[config.mk]
export PLATFORM = sky130hd
export DESIGN_NAME = lam_logic_block
export DESIGN_NICKNAME = d
export VERILOG_FILES = /design/src/verilog/lam_pkg.sv /design/src/verilog/lam_logic_block.sv /design/src/verilog/lam_macrocell.sv
export SDC_FILE = /design/constraint.sdc
export NUM_CORES = 1
export LEC_CHECK = 0
export ABC_AREA = 1
export BUFFER_PORTS_ARGS = -buffer_cell sky130_fd_sc_hd__buf_2
export CAP_MARGIN = 5
export CORE_UTILIZATION = 37
export DETAILED_ROUTE_END_ITERATION = 8
export GPL_TIMING_DRIVEN = 1
export PLACE_DENSITY_LB_ADDON = 0.3
export REMOVE_ABC_BUFFERS = 1
export SYNTH_ARGS = -nofsm -noshare
export SYNTH_HDL_FRONTEND = slang
export SYNTH_SLANG_ARGS = --single-unit
[constraint.sdc]
create_clock -name mclk -period 1.5 [get_ports mclk]
set_clock_uncertainty 0.15 [all_clocks]
set_input_delay 0.15 -clock mclk [delete_from_list [all_inputs] [get_ports mclk]]
set_output_delay 0.15 -clock mclk [all_outputs]
set_load 0.03 [all_outputs]
[src/verilog/lam_pkg.sv]
// shared constants for the logic allocator and macrocell slice
package lam_pkg;

   // slice geometry
   localparam int LAM_NUM_MC         = 16;
   localparam int LAM_CLUSTER_BASE   = 4;
   localparam int LAM_CLUSTER_EXTRA  = 1;
   localparam int LAM_CLUSTER_PT     = LAM_CLUSTER_BASE + LAM_CLUSTER_EXTRA;
   localparam int LAM_NUM_PT         = LAM_NUM_MC * LAM_CLUSTER_PT;
   localparam int LAM_WIDE_CLUSTERS  = 4;
   localparam int LAM_DEST_W         = 2;

   // expansion chains: macrocells k, k+4, k+8, k+12, wrapping to k
   localparam int LAM_NUM_CHAINS     = 4;
   localparam int LAM_CHAIN_STEP     = 4;
   localparam int LAM_CHAIN_HOPS     = 4;
   localparam int LAM_CHAIN0_PT_MAX  = 75;
   localparam int LAM_CHAIN1_PT_MAX  = 80;
   localparam int LAM_CHAIN2_PT_MAX  = 75;
   localparam int LAM_CHAIN3_PT_MAX  = 70;

   // clock selector
   localparam int LAM_NUM_BLOCK_CLK  = 4;
   localparam int LAM_CLK_SEL_W      = 3;
   localparam logic [2:0] LAM_CLK_BLOCK0     = 3'h0;
   localparam logic [2:0] LAM_CLK_BLOCK1     = 3'h1;
   localparam logic [2:0] LAM_CLK_BLOCK2     = 3'h2;
   localparam logic [2:0] LAM_CLK_BLOCK3     = 3'h3;
   localparam logic [2:0] LAM_CLK_SHARED     = 3'h4;
   localparam logic [2:0] LAM_CLK_MC_TRUE    = 3'h5;
   localparam logic [2:0] LAM_CLK_MC_INV     = 3'h6;
   localparam logic [2:0] LAM_CLK_SHARED_INV = 3'h7;

   // reset values
   localparam logic LAM_STORE_RESET = 1'b0;
   localparam logic LAM_OUT_RESET   = 1'b0;
   localparam logic LAM_SYNC_RESET  = 1'b0;

   // allocator routes, gray along bypass -> wide -> expanded
   typedef enum logic [1:0] {
      LAM_ROUTE_BYPASS = 2'h0,
      LAM_ROUTE_WIDE   = 2'h1,
      LAM_ROUTE_EXPAND = 2'h3
   } lam_route_e;

   // clusters a chain may gather, from its product-term ceiling
   function automatic int lam_chain_clusters(input int chain);
      int pt;
      case (chain)
         0:       pt = LAM_CHAIN0_PT_MAX;
         1:       pt = LAM_CHAIN1_PT_MAX;
         2:       pt = LAM_CHAIN2_PT_MAX;
         default: pt = LAM_CHAIN3_PT_MAX;
      endcase
      return pt / LAM_CLUSTER_PT;
   endfunction

endpackage

[src/verilog/lam_logic_block.sv]
// logic allocator and sixteen macrocells of one logic_block_unit
//
// Operation
// - Every macrocell owns a cluster of four plus one, five product terms in all.
// - Each macrocell chooses a five-term bypass, a twenty-term route or an expanded route.
// - The block holds sixteen identical slices, one per macrocell.
// - Chains join macrocells k, k+4, k+8, k+12 with wrap, capped at 75, 80, 75, 70 terms.
// - A cluster or super cluster steered to one destination gives zero to every other one.
// - Macrocell n takes its logic input from allocator output n.
// - Each macrocell has a configurable xor and a storage element set as register or latch.
// - Each macrocell output goes to both the output routing pool and the global pool.
// - A macrocell may register its pin directly, with a delay choosing setup or zero hold.
// - The storage clock comes from an eight-way selector of block and term clocks.
`timescale 1ns/1ps
module lam_logic_block
   import lam_pkg::*;
(
   // clock and reset
   input  wire logic                                mclk,
   input  wire logic                                rstn,
   // product terms from the and array, five per cluster
   input  wire logic [LAM_NUM_PT-1:0]               product_term,
   // clocks: block clock pins and product-term clocks
   input  wire logic [LAM_NUM_BLOCK_CLK-1:0]        block_clock,
   input  wire logic                                shared_pt_clock,
   input  wire logic [LAM_NUM_MC-1:0]               mc_pt_clock,
   // direct pin inputs of the i/o cells
   input  wire logic [LAM_NUM_MC-1:0]               io_pin,
   // allocator configuration
   input  wire logic [LAM_NUM_MC*LAM_DEST_W-1:0]    cluster_dest,
   input  wire logic [LAM_NUM_MC*2-1:0]             route_sel,
   input  wire logic [LAM_NUM_MC-1:0]               chain_forward,
   // macrocell configuration
   input  wire logic [LAM_NUM_MC-1:0]               xor_invert,
   input  wire logic [LAM_NUM_MC-1:0]               latch_mode,
   input  wire logic [LAM_NUM_MC-1:0]               comb_out,
   input  wire logic [LAM_NUM_MC-1:0]               io_reg_sel,
   input  wire logic [LAM_NUM_MC-1:0]               io_zero_hold,
   input  wire logic [LAM_NUM_MC*LAM_CLK_SEL_W-1:0] clk_sel,
   // macrocell results
   output logic      [LAM_NUM_MC-1:0]               output_routing_pool,
   output logic      [LAM_NUM_MC-1:0]               global_routing_pool
);

   // cluster sums and steering
   logic [LAM_NUM_MC-1:0] cluster_sum;
   logic [LAM_DEST_W-1:0] dest     [LAM_NUM_MC];
   logic [1:0]            route    [LAM_NUM_MC];
   logic [LAM_NUM_MC-1:0] fwd_on;
   logic [LAM_NUM_MC-1:0] bypass_sum;
   logic [LAM_NUM_MC-1:0] expand_sum;
   logic [LAM_NUM_MC-1:0] expand_pipe_reg;
   logic [LAM_NUM_MC-1:0] alloc_out;

   // synchronisers for pins from outside the mclk domain
   logic [LAM_NUM_BLOCK_CLK-1:0] bclk_meta_reg;
   logic [LAM_NUM_BLOCK_CLK-1:0] bclk_sync_reg;
   logic [LAM_NUM_MC-1:0]        io_meta_reg;
   logic [LAM_NUM_MC-1:0]        io_sync_reg;

   // clock selection per macrocell
   logic [LAM_NUM_MC-1:0] sel_clk;
   logic [LAM_NUM_MC-1:0] sel_clk_prev_reg;
   logic [LAM_NUM_MC-1:0] clk_tick;
   logic [LAM_NUM_MC-1:0] mc_out;

   // block clocks and pins take two flops before any logic sees them
   always_ff @(posedge mclk or negedge rstn) begin
      if (!rstn) begin
         bclk_meta_reg <= '0;
         bclk_sync_reg <= '0;
      end else begin
         bclk_meta_reg <= block_clock;
         bclk_sync_reg <= bclk_meta_reg;
      end
   end

   always_ff @(posedge mclk or negedge rstn) begin
      if (!rstn) begin
         io_meta_reg <= '0;
         io_sync_reg <= '0;
      end else begin
         io_meta_reg <= io_pin;
         io_sync_reg <= io_meta_reg;
      end
   end

   // per-cluster sums and per-macrocell configuration fields
   genvar gc;
   generate
      for (gc = 0; gc < LAM_NUM_MC; gc++) begin : g_cluster
         // four base terms plus the extra term form one cluster
         assign cluster_sum[gc] = |product_term[gc*LAM_CLUSTER_PT +: LAM_CLUSTER_PT];
         assign dest[gc]        = cluster_dest[gc*LAM_DEST_W +: LAM_DEST_W];
         assign route[gc]       = route_sel[gc*2 +: 2];
         // a super cluster is sent down the chain only on the expanded route
         assign fwd_on[gc]      = (route[gc] == LAM_ROUTE_EXPAND) && chain_forward[gc];
         // bypass sees only the own cluster, grounded if it was steered away
         assign bypass_sum[gc]  = cluster_sum[gc] && (dest[gc] == '0);
      end
   endgenerate

   // cluster c steered with code k lands on macrocell c-k; any other
   // macrocell that could take it sees zero from it
   function automatic logic wide_sum(input int m, input int limit);
      int   c;
      logic acc;
      acc = 1'b0;
      for (int k = 0; k < LAM_WIDE_CLUSTERS; k++) begin
         c = (m + k) % LAM_NUM_MC;
         if (k < limit) begin
            acc = acc | (cluster_sum[c] && (int'(dest[c]) == k));
         end
      end
      return acc;
   endfunction

   // expanded route: gather the chain behind this macrocell while every
   // link forwards, counting clusters against the chain ceiling; the
   // unrolled form keeps the wrapped chain free of combinational loops
   always_comb begin
      int  src;
      int  lim;
      int  used;
      logic live;
      logic acc;
      src  = 0;
      lim  = 0;
      used = 0;
      live = 1'b0;
      acc  = 1'b0;
      expand_sum = '0;
      for (int m = 0; m < LAM_NUM_MC; m++) begin
         lim  = lam_chain_clusters(m % LAM_NUM_CHAINS);
         acc  = wide_sum(m, lim);
         used = LAM_WIDE_CLUSTERS;
         live = 1'b1;
         for (int h = 1; h < LAM_CHAIN_HOPS; h++) begin
            // predecessor on the chain k, k+4, k+8, k+12, wrapping
            src  = (m + LAM_NUM_MC - h*LAM_CHAIN_STEP) % LAM_NUM_MC;
            live = live && fwd_on[src];
            if (live && (used < lim)) begin
               acc = acc | wide_sum(src, lim - used);
            end
            used = used + LAM_WIDE_CLUSTERS;
         end
         expand_sum[m] = acc;
      end
   end

   // expansion costs an extra stage, like the expansion_delay of the array
   always_ff @(posedge mclk or negedge rstn) begin
      if (!rstn) begin
         expand_pipe_reg <= '0;
      end else begin
         expand_pipe_reg <= expand_sum;
      end
   end

   // sixteen identical slices: route choice, clock choice, macrocell
   genvar gm;
   generate
      for (gm = 0; gm < LAM_NUM_MC; gm++) begin : g_slice

         // route choice; a forwarding macrocell is grounded itself
         always_comb begin
            case (route[gm])
               LAM_ROUTE_BYPASS: alloc_out[gm] = bypass_sum[gm];
               LAM_ROUTE_WIDE:   alloc_out[gm] = wide_sum(gm, LAM_WIDE_CLUSTERS);
               LAM_ROUTE_EXPAND: alloc_out[gm] = fwd_on[gm] ? 1'b0 : expand_pipe_reg[gm];
               default:          alloc_out[gm] = bypass_sum[gm];
            endcase
         end

         // eight-way clock choice; code 7 is the inverted shared term clock
         always_comb begin
            case (clk_sel[gm*LAM_CLK_SEL_W +: LAM_CLK_SEL_W])
               LAM_CLK_BLOCK0:     sel_clk[gm] = bclk_sync_reg[0];
               LAM_CLK_BLOCK1:     sel_clk[gm] = bclk_sync_reg[1];
               LAM_CLK_BLOCK2:     sel_clk[gm] = bclk_sync_reg[2];
               LAM_CLK_BLOCK3:     sel_clk[gm] = bclk_sync_reg[3];
               LAM_CLK_SHARED:     sel_clk[gm] = shared_pt_clock;
               LAM_CLK_MC_TRUE:    sel_clk[gm] = mc_pt_clock[gm];
               LAM_CLK_MC_INV:     sel_clk[gm] = ~mc_pt_clock[gm];
               LAM_CLK_SHARED_INV: sel_clk[gm] = ~shared_pt_clock;
               default:            sel_clk[gm] = shared_pt_clock;
            endcase
         end

         // the selected clock is sampled; its rising edge becomes a tick.
         // a source faster than mclk/2 cannot be followed.
         always_ff @(posedge mclk or negedge rstn) begin
            if (!rstn) begin
               sel_clk_prev_reg[gm] <= LAM_SYNC_RESET;
            end else begin
               sel_clk_prev_reg[gm] <= sel_clk[gm];
            end
         end

         assign clk_tick[gm] = sel_clk[gm] && !sel_clk_prev_reg[gm];

         lam_macrocell u_mc (
            .mclk         (mclk),
            .rstn         (rstn),
            .logic_in     (alloc_out[gm]),
            .io_in_sync   (io_sync_reg[gm]),
            .clk_level    (sel_clk[gm]),
            .clk_tick     (clk_tick[gm]),
            .xor_invert   (xor_invert[gm]),
            .latch_mode   (latch_mode[gm]),
            .comb_out     (comb_out[gm]),
            .io_reg_sel   (io_reg_sel[gm]),
            .io_zero_hold (io_zero_hold[gm]),
            .out_reg      (mc_out[gm])
         );
      end
   endgenerate

   // both pools are copies of the macrocell output flop
   assign output_routing_pool = mc_out;
   assign global_routing_pool = mc_out;

endmodule

[src/verilog/lam_macrocell.sv]
// one macrocell: xor stage, register or latch, input register path
`timescale 1ns/1ps
module lam_macrocell
   import lam_pkg::*;
(
   // clock and reset
   input  wire logic mclk,
   input  wire logic rstn,
   // data sources
   input  wire logic logic_in,
   input  wire logic io_in_sync,
   // selected storage clock, as level and as rising-edge tick
   input  wire logic clk_level,
   input  wire logic clk_tick,
   // configuration
   input  wire logic xor_invert,
   input  wire logic latch_mode,
   input  wire logic comb_out,
   input  wire logic io_reg_sel,
   input  wire logic io_zero_hold,
   // results
   output logic      out_reg
);

   logic xor_val;
   logic io_dly_reg;
   logic d_val;
   logic store_reg;

   // programmable xor on the allocator output
   assign xor_val = logic_in ^ xor_invert;

   // extra stage on the pin path buys zero hold at the cost of setup
   always_ff @(posedge mclk or negedge rstn) begin
      if (!rstn) begin
         io_dly_reg <= LAM_SYNC_RESET;
      end else begin
         io_dly_reg <= io_in_sync;
      end
   end

   // input register takes the pin directly, bypassing the allocator
   assign d_val = io_reg_sel ? (io_zero_hold ? io_dly_reg : io_in_sync) : xor_val;

   // register loads on the edge; latch follows d while the clock is high
   always_ff @(posedge mclk or negedge rstn) begin
      if (!rstn) begin
         store_reg <= LAM_STORE_RESET;
      end else if (latch_mode ? clk_level : clk_tick) begin
         store_reg <= d_val;
      end
   end

   // output flop; the combinational option costs one mclk of latency
   always_ff @(posedge mclk or negedge rstn) begin
      if (!rstn) begin
         out_reg <= LAM_OUT_RESET;
      end else begin
         out_reg <= comb_out ? xor_val : store_reg;
      end
   end

endmodule

; ---- Word-level counts from Yosys, hierarchy flattened
; Cells that the tools add are included.
[word_totals]
regBits = 120
input_bits = 327
out_inout_bits = 32
[op_classes]
eq_ne = 192
n_mux = 384
bitwise = 305
reduce_logical = 224
[op_table]
columns = cell, count
row1 = two-way mux 1 bit, 352
row2 = bitwise OR 1 bit, 272
row3 = "== test 3 bit, second input constant", 64
row4 = logical AND 1 bit, 144
row5 = one-hot mux 1 bit (8 select lines), 16
row6 = "== test 2 bit, second input constant", 48
row7 = "== test 3 x 2 -> 1 bit, second input constant", 32
row8 = OR reduction 5 bit, 16
row9 = "== test 2 x 1 -> 1 bit, second input constant", 32
row10 = zero test 2 bit, 32
row11 = "== test 3 x 1 -> 1 bit, second input constant", 16
row12 = zero test 3 bit, 16
row13 = one-hot mux 1 bit (2 select lines), 16
row14 = inverter 1 bit, 17
row15 = zero test 1 bit, 16
row16 = bitwise XOR 1 bit, 16

; ---- Logic depth before layout (Yosys ltp)
[logic_depth]
word_depth = 15
ltp_mapped = 12
depth_no_buf = 12

; ---- Hierarchy
; A second synthesis with hierarchy kept.
[unflattened]
cells_unflattened = 1160
hier_area_um2 = 7962.6
[by_module_without_submodules]
columns = mod, n_inst, cells_each, area_each_um2
row1 = lam_logic_block, 1, 808, 5500.3
row2 = lam_macrocell, 16, 22, 153.9

; ---- Least setup slack after synthesis
; Ideal clock, no wire load.
[synth_path]
path_type = reg-to-reg
start = register bclk_sync_reg[3]
end = register g_slice[13].u_mc.store_reg
arrival_time_ns = 1.076
required_time_ns = 1.228
slack_ns = 0.152
stages_incl_launch_ff = 9
synth_period_minus_slack_ns = 1.348
cell_sequence = dfrtp_1 buf_6 buf_6 a21oi_1 a21oi_1 nand2_1 nand2_1 a21oi_1 a21oi_2
[synth_via]
elab_chain_cells = 3
[synth_rtl]
columns = element, line
row1 = from (decl), lam_logic_block.sv:57  ; logic [LAM_NUM_BLOCK_CLK-1:0] bclk_sync_reg;
row2 = from (signal assigned), lam_logic_block.sv:74  ; bclk_sync_reg <= bclk_meta_reg;
row3 = one-hot mux 1 bit (8 select lines) (*), lam_logic_block.sv:177  ; case (clk_sel[gm*LAM_CLK_SEL_W +: LAM_CLK_SEL_W])
row4 = via g_slice[13].u_mc.clk_level, lam_macrocell.sv:13  ; input wire logic clk_level,
row5 = logical AND 1 bit, lam_logic_block.sv:200  ; assign clk_tick[gm] = sel_clk[gm] && !sel_clk_prev_reg[gm];
row6 = two-way mux 1 bit (*), lam_macrocell.sv:49  ; end else if (latch_mode ? clk_level : clk_tick) begin
row7 = to (signal assigned), lam_macrocell.sv:50  ; store_reg <= d_val;
row8 = to (decl), lam_macrocell.sv:28  ; logic store_reg;
; The timed path passes the listed nets; every way through them passes the cells marked *.
; A chain may end at the register's enable or synchronous reset.

; ---- Final worst setup path
[layout_path]
start = register bclk_sync_reg[2]
end = register g_slice[12].u_mc.store_reg
[layout_via]
elab_chain_cells = 3
[layout_rtl]
columns = element, line
row1 = one-hot mux 1 bit (8 select lines) (*), lam_logic_block.sv:177
row2 = via g_slice[12].u_mc.clk_level, lam_macrocell.sv:13
row3 = logical AND 1 bit, lam_logic_block.sv:200
row4 = two-way mux 1 bit (*), lam_macrocell.sv:49
row5 = to (signal assigned), lam_macrocell.sv:50
row6 = to (decl), lam_macrocell.sv:28
; Marked as above.

==> metrics.txt <==
First-pass DRT Iterations 5; Post-synth EDFFs 0; Port Buffers 358; core area around 20000 um2; CP max FO 6; status finished with violations; pre-CTS WS -94.81 ps; final hold slack -17.69 ps; first-pass GRT wire length ~44 mm; worst-case clock buffer depth 2; H-tree depth reported by CTS 4; dpl hpwl ~21 mm; initial drt markers 330; cell family with most CP delay flip-flops; DRC 0; Crit-path slowest cell dfrtp_2; cell mode on critical path nand2_1; initial antenna violation count 3; Syn Area/Cell 7.161 um2; FMAX roughly 660 MHz; MaxCap Viol Count 0; total CTS buffers 17; vias in the first global route 8972; peak supply drop 0.7359 mV; number of synthesized register bits 120; Post-DP Area between 9000 and 10000 um2; Crit. End Element register; nets@finish 1940; Worst Hold Class in2reg; sequential power share 34.5%; failing checks hold timing, setup timing; asr flop ratio synth 100.0%; Sw Share 33.19%; clock-pin slew on the worst setup and hold paths 60 ps; DR vias/cell 4.757; largest net degree at the start of global routing 39; critical path cell sequence buf_6 -> nand2_1 -> nand3_1 -> nand2_1 -> o21ai_2 -> o21ai_2 -> a21oi_1 -> nand2_1 -> nand2_1; worst slew pin tran 334.3 ps; Slew HR around 78%; synth-to-layout area growth 57.99%; area of the mapped netlist 7791 um2; Synth area leaders dfrtp_1, nand2_1, a21oi_1; overall routed net length 28.37 mm; Setup TNS Final -6.502 ps; Leakage 6.668 nW; Tot GR Track Use 26.07%; min Tclk post-route 1507 ps; drt wl/cell 14.95 um; antenna-violating nets left 0; synth cell count leaders nand2_1, inv_1, a21oi_1, dfrtp_1, nor2_1; Mapped Cells between 1000 and 1500; PwrDens 882.1 nW/um2; Worst-Skew Late Latency roughly 420 ps; placed insts 1702; via count 9029; IO Pins 359; part of the cycle the worst path needs 100.4%; Worst Path Arrival 1710 ps; ratio of cells with drive above 1 in the final layout approximately a third; switching power 3.604 mW; die height around 150 um; die area 21640 um2; Setup violations, final 1; WP buf/inv 1; combinational share of power about 28%; design area about 12000 um2; initial core utilization between 30% and 40%; top_reg_cell synth dfrtp_1; clock share of power 37.8%; CTS root buffer clkbuf_16; FP Rows 52; CTS tree built; register area share after synthesis 38.54%; Final Util 60.25%; final worst slack -6.502 ps; Reg2Reg Setup Slack -7 ps; critical path class reg2reg; P_int between 7 and 8 mW; Yosys top cell area share 38.54%; most frequent cell after synthesis nand2_1; Critical Path Max Stage Delay 450 ps; gpl congestion between 0.8 and 0.9; Distinct cells, synth 29; Final Non-Filler Cells 1898; post-synth top area cell dfrtp_1; chip width 147.1 um; Final Hold Viols 1; clock sinks 120; startpoint types register; yosys warns 0; Critical Path RT ~1700 ps; total grt overflow 0; unrepaired setup endpoints after global routing yes; Pins Over Slew Limit 0
logic make-up after synthesis:
kind of cell           after synthesis  synth area share [%]
flip-flops                         120                 38.54
AND/OR/NAND/NOR                    526                 31.12
multiplexers                        16                 2.056
AO/OA/AOI/OAI                      217                 15.83
buffers and inverters              209                 12.45
worst min-delay path: stages:
cell	delay (ps)
buf_2	110
inv_1	80
nor2_2	60
o21ai_1	60
nand2_1	50
layer usage:
metal | part of all wire [%] | wire length, um | GRT usage, %
met1 | 41 | 11670 | 30.98
met2 | 50 | 14140 | 45.92
met3 | 5.8 | 1658 | 5.280
met4 | 3.2 | 904 | 10.31
met5 | 0 | 0 | 0
power by group through the flow:
stage                     clock, mW  combinational [mW]  sequential (mW)
after detailed placement          0                2.50             3.79
after global placement            0                2.46             3.79
final                          4.11                3.00             3.75
after floorplan                   0                1.05             4.08
after global routing           4.35                3.29             3.79
after CTS                      4.18                2.85             3.74
area by class of cell:
class / count / area [um2]
Fill cell: 1819 / 8120
Clock inverter: 15 / 157.7
Inverter: 166 / 623.1
Antenna cell: 2 / 5.005
Timing Repair Buffer: 549 / 3732
Sequential cell: 120 / 3004
Tap cell: 270 / 337.8
Multi-Input combinational cell: 759 / 4024
Clock buffer: 17 / 425.4
through the flow:
stage	power, mW	hold WS [ps]
floorplan	5.133	-295.6
global placement	6.247	-84.75
detailed placement	6.297	-86.43
CTS	10.78	0.7264
global route	11.43	22.84
finish	10.86	-17.69
timing repair:
item	4_1_cts	5_1_grt
hold buffers	153	1
gates cloned	0	1
pin swaps	1	38
endpoints found under the setup margin	12	29
buffers inserted	0	10
resized for setup	15	59
hold endpoints to repair	203	1
cell usage in the layout, fill, tap and decap left out, types with 6 or more instances in the layout:
cell type	Yosys	layout
nand2_2	17	37
o211a_1	12	12
buf_2	0	355
buf_4	35	27
nor2_2	14	19
nor2_4	7	8
nand3_2	21	24
a21boi_1	5	6
inv_1	160	157
dfrtp_1	120	119
nor2_1	111	105
a21oi_2	9	23
nand2_1	254	231
inv_2	6	9
o21ai_1	18	16
o21ai_0	34	34
clkbuf_16	0	18
nand3_1	91	88
buf_6	7	9
dlygate4sd3_1	0	150
mux2i_1	16	16
a21oi_1	126	112
final timing paths:
check | start | end | depth (start not counted)
setup / recovery | bclk_sync_reg[2] | g_slice[12].u_mc.store_reg | 9
hold / removal | chain_forward[10] | expand_pipe_reg[14] | 5
setup reg to reg | bclk_sync_reg[2] | g_slice[12].u_mc.store_reg | 9
hold reg to reg | io_meta_reg[12] | io_sync_reg[12] | 0
max in group asynchronous | rstn | g_slice[13].u_mc.store_reg | 3
min in group asynchronous | rstn | io_meta_reg[15] | 2
No activity file was read; power rests on OpenSTA's default activity.
